==> config.mk <==
export PLATFORM = sky130hd
export DESIGN_NAME = idc_top
export DESIGN_NICKNAME = d
export VERILOG_FILES = /design/src/rtl/idc_filter.v /design/src/rtl/idc_wdog.v /design/src/rtl/idc_top.v
export VERILOG_INCLUDE_DIRS = /design/src /design/src/rtl
export SDC_FILE = /design/constraint.sdc
export NUM_CORES = 2
export LEC_CHECK = 0
export BUFFER_PORTS_ARGS = -buffer_cell sky130_fd_sc_hd__buf_2
export CORE_MARGIN = 5
export CORE_UTILIZATION = 23
export CTS_BUF_LIST = sky130_fd_sc_hd__clkbuf_8
export CTS_CLUSTER_SIZE = 16
export DETAILED_ROUTE_END_ITERATION = 10
export PLACE_DENSITY = 0.39
export REMOVE_ABC_BUFFERS = 1
export SETUP_SLACK_MARGIN = 0.02
export SYNTH_ARGS = -nofsm -noshare
export SYNTH_HDL_FRONTEND = slang
export SYNTH_HIERARCHICAL = 1
export SYNTH_SLANG_ARGS = --single-unit
==> constraint.sdc <==
create_clock -name CLOCK -period 4.72 [get_ports CLOCK]
set_clock_uncertainty 0.2 [all_clocks]
set_input_delay 0.236 -clock CLOCK [delete_from_list [all_inputs] [get_ports CLOCK]]
set_output_delay 0.236 -clock CLOCK [all_outputs]
set_load 0.01 [all_outputs]
==> src/rtl/idc_defs.vh <==
`ifndef IDC_DEFS_VH
`define IDC_DEFS_VH

// Register offsets: 8-byte group numbers, then byte offsets; 16-bit data path
`define IDC_A_DI 4'h0
`define IDC_A_DO 4'h1
`define IDC_A_EDGE_LO 4'h2
`define IDC_A_EDGE_HI 4'h3
`define IDC_A_STATE 4'h4
`define IDC_A_FEN 4'h5
`define IDC_A_FPRE_LO 7'h30
`define IDC_A_FPRE_HI 7'h32
`define IDC_A_WDV_LO 7'h34
`define IDC_A_WDV_HI 7'h36
`define IDC_A_WDCTL 7'h38
`define IDC_A_WDCLR 7'h3a
`define IDC_A_EECTL 7'h3c
`define IDC_A_CARD 7'h3e
`define IDC_A_PORTID 7'h40

// Field positions
`define IDC_WDCTL_EN 0
`define IDC_WDST_EXP 0
`define IDC_WDST_EN 1
`define IDC_EE_STORE 15
`define IDC_EE_DONE 0

// Reset values
`define IDC_RST_16 16'h0000
`define IDC_RST_32 32'h00000000
`define IDC_RST_64 64'h0000000000000000

// Timing
`define IDC_CLK_MHZ 20
`define IDC_STEP_NS 100
`define IDC_STEP_CYC ((`IDC_STEP_NS * `IDC_CLK_MHZ) / 1000)
`define IDC_FLT_MIN_NS 200
`define IDC_FLT_MIN_PRE (`IDC_FLT_MIN_NS / `IDC_STEP_NS)

`endif

==> src/rtl/idc_filter.v <==
`timescale 1ns/1ps
`include "idc_defs.vh"

module idc_filter (
   // Clock and reset
   input wire clk,
   input wire rst_b,
   // Sample strobe and data
   input wire sample_tick,
   input wire [63:0] din,
   input wire [63:0] en,
   input wire [31:0] preset,
   // Filtered levels
   output reg [63:0] dout
);

   reg [31:0] cnt_reg;
   reg [63:0] samp_reg;
   reg [63:0] prev_reg;
   wire [31:0] half;
   wire ftick;
   wire [63:0] stable;
   wire [63:0] filt_next;

   // Filter clock is half the interval, at least one sample period
   assign half = (preset < `IDC_FLT_MIN_PRE) ? 32'h00000001 : {1'b0, preset[31:1]};
   assign ftick = sample_tick && (cnt_reg >= half - 32'h00000001);
   assign stable = ~(samp_reg ^ prev_reg);
   // New level accepted only after two equal filter-clock samples
   assign filt_next = (samp_reg & stable) | (dout & ~stable);

   always @(posedge clk or negedge rst_b) begin
      if (!rst_b) begin
         cnt_reg <= `IDC_RST_32;
         samp_reg <= `IDC_RST_64;
         prev_reg <= `IDC_RST_64;
         dout <= `IDC_RST_64;
      end else begin
         if (sample_tick) begin
            samp_reg <= din;
            cnt_reg <= ftick ? `IDC_RST_32 : cnt_reg + 32'h00000001;
         end
         if (ftick) begin
            prev_reg <= samp_reg;
         end
         dout <= (~en & din) | (en & (ftick ? filt_next : dout));
      end
   end

endmodule // idc_filter

==> src/rtl/idc_wdog.v <==
`timescale 1ns/1ps
`include "idc_defs.vh"

module idc_wdog (
   // Clock and reset
   input wire clk,
   input wire rst_b,
   // Control
   input wire enable,
   input wire clear,
   input wire [31:0] preset,
   // Status
   output reg expired
);

   reg [1:0] step_reg;
   reg [31:0] cnt_reg;
   wire step;

   assign step = ({30'h00000000, step_reg} == `IDC_STEP_CYC - 1);

   always @(posedge clk or negedge rst_b) begin
      if (!rst_b) begin
         step_reg <= 2'h0;
         cnt_reg <= `IDC_RST_32;
         expired <= 1'b0;
      end else if (!enable) begin
         step_reg <= 2'h0;
         cnt_reg <= preset;
         expired <= 1'b0;
      end else begin
         step_reg <= step ? 2'h0 : step_reg + 2'h1;
         if (clear && !expired) begin
            cnt_reg <= preset;
            step_reg <= 2'h0;
         end else if (step && !expired) begin
            // Counts in 100 ns steps down to zero
            if (cnt_reg == `IDC_RST_32) begin
               expired <= 1'b1;
            end else begin
               cnt_reg <= cnt_reg - 32'h00000001;
            end
         end
      end
   end

endmodule // idc_wdog

==> src/rtl/idc_top.v <==
`timescale 1ns/1ps
`include "idc_defs.vh"

// Contract
// - Every input feeds interrupt logic
// - Edge registers select enabled interrupt edges
// - All sources merge onto one request
// - State, rising, falling, port-identify registers
// - Pass full-interval pulses, block half-interval
// - Per-channel filter enable, shared interval
// - Sample inputs every 100 ns
// - Filter clock is half the interval
// - Accept level stable two filter edges
// - Interval preset written as two halves
// - Valid change delayed up to one interval
// - Outputs start from stored power-up image
// - Stored power-up image starts all zeros
// - Watchdog expiry forces outputs safe
// - Expired watchdog blocks writes until disabled
// - Watchdog counts 32-bit value, 100 ns steps
// - Card number at 3Eh, bits 3:0
// - Switch OFF reads one, ON zero
// - Hardware reset off; hot reset jumper-selected

module idc_top (
   // Clock and reset
   input wire CLOCK,
   input wire RST_B,
   // Host register port, 16-bit words
   input wire [6:0] ADDR,
   input wire WR,
   input wire RD,
   input wire [15:0] WDATA,
   output reg [15:0] RDATA,
   output wire IRQ,
   // Field pins
   input wire [63:0] DI,
   output wire [63:0] DO,
   input wire SAMPLE_CLK,
   input wire HOT_RESET_B,
   input wire HOT_RESET_OUTPUT_JUMPER,
   input wire [3:0] CARD_NUMBER_DIP_SWITCH
);

   localparam SW = 71;
   // Hot-reset bit idles high, so reset release gives no false edge
   localparam [SW-1:0] SYNC_IDLE = {4'h0, 3'b010, 64'h0000000000000000};

   // Replace one 16-bit slice of a 64-bit image
   function [63:0] put16;
      input [63:0] old;
      input [1:0] idx;
      input [15:0] val;
      begin
         put16 = old;
         case (idx)
            2'h0: put16[15:0] = val;
            2'h1: put16[31:16] = val;
            2'h2: put16[47:32] = val;
            default: put16[63:48] = val;
         endcase
      end
   endfunction

   // Select one 16-bit slice of a 64-bit image
   function [15:0] get16;
      input [63:0] img;
      input [1:0] idx;
      begin
         case (idx)
            2'h0: get16 = img[15:0];
            2'h1: get16 = img[31:16];
            2'h2: get16 = img[47:32];
            default: get16 = img[63:48];
         endcase
      end
   endfunction

   // Pin synchronisers
   reg [SW-1:0] s1_reg;
   reg [SW-1:0] s2_reg;
   reg [SW-1:0] s3_reg;
   reg [SW-1:0] pin_reg;
   wire [SW-1:0] agree;
   wire [63:0] di_pin;
   wire sclk_pin;
   wire hot_pin;
   wire jumper_pin;
   wire [3:0] card_number;

   // Register state
   reg [63:0] do_reg;
   reg [63:0] rise_reg;
   reg [63:0] fall_reg;
   reg [63:0] state_reg;
   reg [63:0] fen_reg;
   reg [63:0] store_reg;
   reg [31:0] fpre_reg;
   reg [31:0] wdv_reg;
   reg wden_reg;
   reg wdclr_reg;
   reg ee_done_reg;
   reg sclk_d_reg;
   reg hot_d_reg;
   reg boot_reg;
   reg exp_d_reg;
   reg [63:0] filt_d_reg;

   // Next values
   reg [63:0] do_next;
   reg [63:0] rise_next;
   reg [63:0] fall_next;
   reg [63:0] state_next;
   reg [63:0] fen_next;
   reg [63:0] store_next;
   reg [31:0] fpre_next;
   reg [31:0] wdv_next;
   reg wden_next;
   reg ee_done_next;
   reg [15:0] rdata_next;

   wire [63:0] filt;
   wire [63:0] rise_ev;
   wire [63:0] fall_ev;
   wire [63:0] set_ev;
   wire [7:0] port_id;
   wire sample_tick;
   wire hot_ev;
   wire expired;
   wire wr_ok;
   wire [3:0] grp;
   wire [1:0] slice;
   wire [1:0] eslice;

   // Change counts only once stages two and three agree
   assign agree = ~(s2_reg ^ s3_reg);
   assign di_pin = pin_reg[63:0];
   assign sclk_pin = pin_reg[64];
   assign hot_pin = pin_reg[65];
   assign jumper_pin = pin_reg[66];
   assign card_number = pin_reg[70:67];

   always @(posedge CLOCK or negedge RST_B) begin
      if (!RST_B) begin
         s1_reg <= SYNC_IDLE;
         s2_reg <= SYNC_IDLE;
         s3_reg <= SYNC_IDLE;
         pin_reg <= SYNC_IDLE;
         sclk_d_reg <= 1'b0;
         hot_d_reg <= 1'b1;
      end else begin
         s1_reg <= {CARD_NUMBER_DIP_SWITCH, HOT_RESET_OUTPUT_JUMPER, HOT_RESET_B, SAMPLE_CLK, DI};
         s2_reg <= s1_reg;
         s3_reg <= s2_reg;
         pin_reg <= (s3_reg & agree) | (pin_reg & ~agree);
         sclk_d_reg <= sclk_pin;
         hot_d_reg <= hot_pin;
      end
   end

   assign sample_tick = sclk_pin & ~sclk_d_reg;
   // Hot reset acts on its release edge
   assign hot_ev = hot_pin & ~hot_d_reg;

   idc_filter u_filter (
      .clk(CLOCK),
      .rst_b(RST_B),
      .sample_tick(sample_tick),
      .din(di_pin),
      .en(fen_reg),
      .preset(fpre_reg),
      .dout(filt)
   );

   idc_wdog u_wdog (
      .clk(CLOCK),
      .rst_b(RST_B),
      .enable(wden_reg),
      .clear(wdclr_reg),
      .preset(wdv_reg),
      .expired(expired)
   );

   // Edge events after the filter
   assign rise_ev = filt & ~filt_d_reg & rise_reg;
   assign fall_ev = ~filt & filt_d_reg & fall_reg;
   assign set_ev = rise_ev | fall_ev;

   genvar p;
   generate
      for (p = 0; p < 8; p = p + 1) begin : g_port
         assign port_id[p] = |state_reg[p*8+7:p*8];
      end
   endgenerate

   assign IRQ = |state_reg;
   assign DO = do_reg;

   // Once expired only the watchdog control stays writable
   assign wr_ok = WR && (!expired || ADDR == `IDC_A_WDCTL);
   assign grp = ADDR[6:3];
   assign slice = ADDR[2:1];
   assign eslice = ADDR[3:2];

   always @* begin
      do_next = do_reg;
      rise_next = rise_reg;
      fall_next = fall_reg;
      fen_next = fen_reg;
      store_next = store_reg;
      fpre_next = fpre_reg;
      wdv_next = wdv_reg;
      wden_next = wden_reg;
      ee_done_next = ee_done_reg;
      state_next = state_reg | set_ev;
      if (wr_ok && !ADDR[6]) begin
         case (grp)
            `IDC_A_DO: do_next = put16(do_reg, slice, WDATA);
            `IDC_A_EDGE_LO, `IDC_A_EDGE_HI: begin
               if (ADDR[1]) begin
                  fall_next = put16(fall_reg, eslice, WDATA);
               end else begin
                  rise_next = put16(rise_reg, eslice, WDATA);
               end
            end
            // Write one to clear; a new event in the same cycle wins
            `IDC_A_STATE: state_next = (state_reg & ~put16(`IDC_RST_64, slice, WDATA)) | set_ev;
            `IDC_A_FEN: fen_next = put16(fen_reg, slice, WDATA);
            default: begin
               case (ADDR)
                  `IDC_A_FPRE_LO: fpre_next[15:0] = WDATA;
                  `IDC_A_FPRE_HI: fpre_next[31:16] = WDATA;
                  `IDC_A_WDV_LO: wdv_next[15:0] = WDATA;
                  `IDC_A_WDV_HI: wdv_next[31:16] = WDATA;
                  `IDC_A_WDCTL: wden_next = WDATA[`IDC_WDCTL_EN];
                  `IDC_A_EECTL: begin
                     if (WDATA[`IDC_EE_STORE]) begin
                        store_next = do_reg;
                        ee_done_next = 1'b1;
                     end
                  end
                  default: ee_done_next = ee_done_reg;
               endcase
            end
         endcase
      end
      // Safe image latched once, so later writes are the only change
      if (expired && !exp_d_reg) begin
         do_next = store_reg;
      end
      if (hot_ev && !jumper_pin) begin
         do_next = store_reg;
      end
      if (boot_reg) begin
         do_next = store_reg;
      end
   end

   // Read mux, unmapped offsets read zero
   always @* begin
      rdata_next = `IDC_RST_16;
      if (!ADDR[6]) begin
         case (grp)
            `IDC_A_DI: rdata_next = get16(filt, slice);
            `IDC_A_DO: rdata_next = get16(do_reg, slice);
            `IDC_A_EDGE_LO, `IDC_A_EDGE_HI: begin
               rdata_next = ADDR[1] ? get16(fall_reg, eslice) : get16(rise_reg, eslice);
            end
            `IDC_A_STATE: rdata_next = get16(state_reg, slice);
            `IDC_A_FEN: rdata_next = get16(fen_reg, slice);
            default: begin
               case (ADDR)
                  `IDC_A_FPRE_LO: rdata_next = fpre_reg[15:0];
                  `IDC_A_FPRE_HI: rdata_next = fpre_reg[31:16];
                  `IDC_A_WDV_LO: rdata_next = wdv_reg[15:0];
                  `IDC_A_WDV_HI: rdata_next = wdv_reg[31:16];
                  `IDC_A_WDCTL: rdata_next = {14'h0000, wden_reg, expired};
                  `IDC_A_EECTL: rdata_next = {15'h0000, ee_done_reg};
                  `IDC_A_CARD: rdata_next = {12'h000, card_number};
                  default: rdata_next = `IDC_RST_16;
               endcase
            end
         endcase
      end else if (ADDR == `IDC_A_PORTID) begin
         rdata_next = {8'h00, port_id};
      end
   end

   always @(posedge CLOCK or negedge RST_B) begin
      if (!RST_B) begin
         do_reg <= `IDC_RST_64;
         rise_reg <= `IDC_RST_64;
         fall_reg <= `IDC_RST_64;
         state_reg <= `IDC_RST_64;
         fen_reg <= `IDC_RST_64;
         store_reg <= `IDC_RST_64;
         fpre_reg <= `IDC_RST_32;
         wdv_reg <= `IDC_RST_32;
         wden_reg <= 1'b0;
         wdclr_reg <= 1'b0;
         ee_done_reg <= 1'b0;
         boot_reg <= 1'b1;
         exp_d_reg <= 1'b0;
         filt_d_reg <= `IDC_RST_64;
         RDATA <= `IDC_RST_16;
      end else begin
         do_reg <= do_next;
         rise_reg <= rise_next;
         fall_reg <= fall_next;
         state_reg <= state_next;
         fen_reg <= fen_next;
         store_reg <= store_next;
         fpre_reg <= fpre_next;
         wdv_reg <= wdv_next;
         wden_reg <= wden_next;
         wdclr_reg <= wr_ok && ADDR == `IDC_A_WDCLR;
         ee_done_reg <= ee_done_next;
         boot_reg <= 1'b0;
         exp_d_reg <= expired;
         filt_d_reg <= filt;
         if (RD) begin
            RDATA <= rdata_next;
         end
      end
   end

endmodule // idc_top

==> flow_summary_export.csv <==
group,metric,value,unit
sta,relSlewSlack,0.199,
synthesis,synthDistinctLibCells,93,
pwr,design_power_total,27.4,mW
grt,gr-usage-met3,0.0267,
detailed_routing,wl_per_cell,22.6,microns
setup_path,rr_worst_depth,25,
layout,final_net_count,4466,
detailed_routing,drt_iter0_drc,2066,
synthesis,synthCells,3767,
synthesis,post_synth.cell_area_avg,12.4,sq um
setup_path,critPathLaunchType,"flop",
setup_path,cp-end-kind,"flop",
sta,timing.fmax,0.201,GHz
layout,instances_no_fill,7176,
synthesis,synth-edff-count,0,
layout,area_growth,25.5,%
status,outcome,"complete, but fails checks",
placed_design,dp.cells,6580,
floorplanning,start_util,0.231,
grt,grt_max_degree,129,
sta,hold_viol,0,
synthesis,seq_area_frac_synth,0.577,
layout,fill_cells,20900,
synthesis,yosysWarnings,6,
min_path,whs_path_depth,0,
setup_path,arrival,5.56,ns
detailed_routing,drtPass1Iterations,7,
setup_path,cp_slowest_cell,"or4_4",
cts,cts_max_path_buffers,3,
cts,clk_latency,0.94,ns
sta,rsz0062_at_grt,"true",
floorplanning,num_rows,165,
floorplanning,num_io_pins,179,
detailed_routing,vias_per_cell,4.59,
cts,root_buffer,"clkbuf_8",
placed_design,place.gp.congestion,0.814,
cts,numCtsBuffers,201,
layout,final_cell_mix,"dfrtp_1 (1072), nand2_1 (400), mux2_2 (364), clkbuf_8 (253), nor2_1 (230)",
setup_path,cpPeakStageDelay,0.55,ns
setup_path,r2r-start,"fpre_reg[29]",
sta,finalCriticalPeriod,4.97,ns
cts,clock-sinks,1078,
sta,setup_ws,-0.254,ns
synthesis,syn_area,0.0468,sq mm
layout,final_common_cell,"dfrtp_1",
synthesis,synth_async_sr_flop_share,1.00,
grt,grt_pass1_wl,237000,microns
floorplanning,die_h,461,microns
sta,finalCritPeriodShare,1.05,
cts,clkTransAtPathRegs,0.06,ns
setup_path,critPathKind,"reg2reg",
pwr,leakage,26.4,nW
pwr,peakVddDrop,277,uV
synthesis,synth_flop_cell,"dfrtp_1",
floorplanning,die_x,461,microns
cts,htree_levels,4,
detailed_routing,vias,32900,
grt,top_usage_layer,"met2",
detailed_routing,wirelength,162000,microns
detailed_routing,antenna_left,0,
placed_design,place_hpwl,105000,microns
min_path,hold_class,"reg2reg",
placed_design,placed_cell_area,0.0516,sq mm
job,drv.max_cap_violation_count,0,
layout,fin_util,0.290,
grt,track_usage,0.150,
setup_path,crit_family,"simple AND/OR/NAND/NOR gates",
layout,drive_above_1_share,0.281,
setup_path,crit_cells,25,
sta,worstMarginPinSlew,1.20,ns
status,violations,"negative setup slack",
setup_path,critPathBufInv,8,
detailed_routing,drc,0,
floorplanning,die_area,0.212,sq mm
sta,setup_violations,154,
sta,maxSlewViolCount,0,
sta,finalSetupTns,-25.22,ns
setup_path,crit_top_cell,"buf_4",
pwr,power_density,467,mW/mm^2
layout,final_cell_area,0.0587,sq mm
setup_path,crit_start,"fpre_reg[29]",
grt,gr-usage-met1,0.204,
synthesis,ys_ff_latch,1078,
cts,cts_tree,"yes",
floorplanning,fp.coreArea,0.202,sq mm
min_path,min_from,"s1_reg[5]",
setup_path,cp_max_fo,10,
grt,gr-usage-met2,0.243,
grt,antenna_found_initial,19,
grt,grt_overflow,0,
setup_path,worstPathRequired,5.31,ns
placed_design,io_buffers,178,
grt,grt_pass1_vias,34100,
## synthesized netlist by cell type (64+ instances only)
library cell / n / area share
clkbuf_1: 97 / 0.0078
maj3_1: 71 / 0.015
o22ai_1: 78 / 0.010
mux2_2: 369 / 0.089
inv_1: 76 / 0.0061
a211o_1: 67 / 0.013
mux4_2: 70 / 0.034
nand3b_1: 64 / 0.010
nor2_1: 233 / 0.019
nand2_1: 400 / 0.032
buf_2: 74 / 0.0079
a31oi_1: 91 / 0.012
a21o_1: 66 / 0.011
dfrtp_1: 1072 / 0.57
and3_1: 86 / 0.012
o21ai_0: 102 / 0.011
nor3_1: 92 / 0.0098
## final cells by class
| class | instances | area [sq um] | area share |
|---|---|---|---|
| clock buffer | 252 | 3470 | 0.0591 |
| clock inverter | 113 | 634 | 0.0108 |
| antenna | 9 | 22.5 | 0.000384 |
| sequential | 1078 | 27000 | 0.460 |
| timing repair buffer | 567 | 5130 | 0.0874 |
| multi-input combinational | 2407 | 18800 | 0.321 |
| tap | 2672 | 3340 | 0.0570 |
| inverter | 78 | 293 | 0.00499 |
## path summary, 6_finish.rpt
path                                            end  slack (ns)
worst max-delay path                           flop       -0.25
worst min-delay path                      s2_reg[5]        0.14
worst max register to register                 flop       -0.25
worst min register to register            s2_reg[5]        0.14
max in group asynchronous                s1_reg[38]        3.01
min in group asynchronous       u_filter/cnt_reg[0]        0.57
## metrics by stage
step	hold slack, ns	setup slack (ns)
6_report	0.140	-0.254
5_1_grt	0.144	-0.467
4_1_cts	0.130	-0.194
3_5_place_dp	0.135	-0.442
3_3_place_gp	0.132	-0.416
2_1_floorplan	-0.260	-6.47
## power breakdown
| part | switching [mW] | internal, mW | leakage (nW) |
|---|---|---|---|
| combinational | 2.59 | 2.99 | 10.7 |
| sequential | 1.71 | 10.8 | 13.4 |
| clock | 4.26 | 5.02 | 2.40 |
## per-layer routing
| metal | up-vias | share of wire |
|---|---|---|
| met3 | 267 | 0.047 |
| li1 | 14900 | - |
| met5 | - | 0.000080 |
| met2 | 775 | 0.46 |
| met1 | 17000 | 0.46 |
| met4 | 2 | 0.031 |
## what timing repair did
| action | in CTS | in global routing |
|---|---|---|
| buffers inserted | 28 | 4 |
| setup endpoints to repair | 155 | 160 |
| gates resized for setup | 102 | 2 |
| hold endpoints to repair | 1320 | 0 |
| hold buffers | 173 | 0 |
| pin swaps | 36 | 1 |
| gates cloned | 15 | 3 |
## logic make-up (layout without fill, tap and decap cells)
kind of cell               Yosys count  in the layout  share of synthesized area
and+or+nand+nor                   1091           1091                      0.116
AOI/OAI and AO/OA                  568            568                     0.0830
adders and majority gates          106            106                     0.0246
muxes                              581            581                      0.161
other                                2             11                   0.000161
buffers and inverters              282           1010                     0.0271
DFF                               1078           1078                      0.577
xor gates and xnor gates            59             59                     0.0111
No activity file was read; power rests on OpenSTA's default activity.
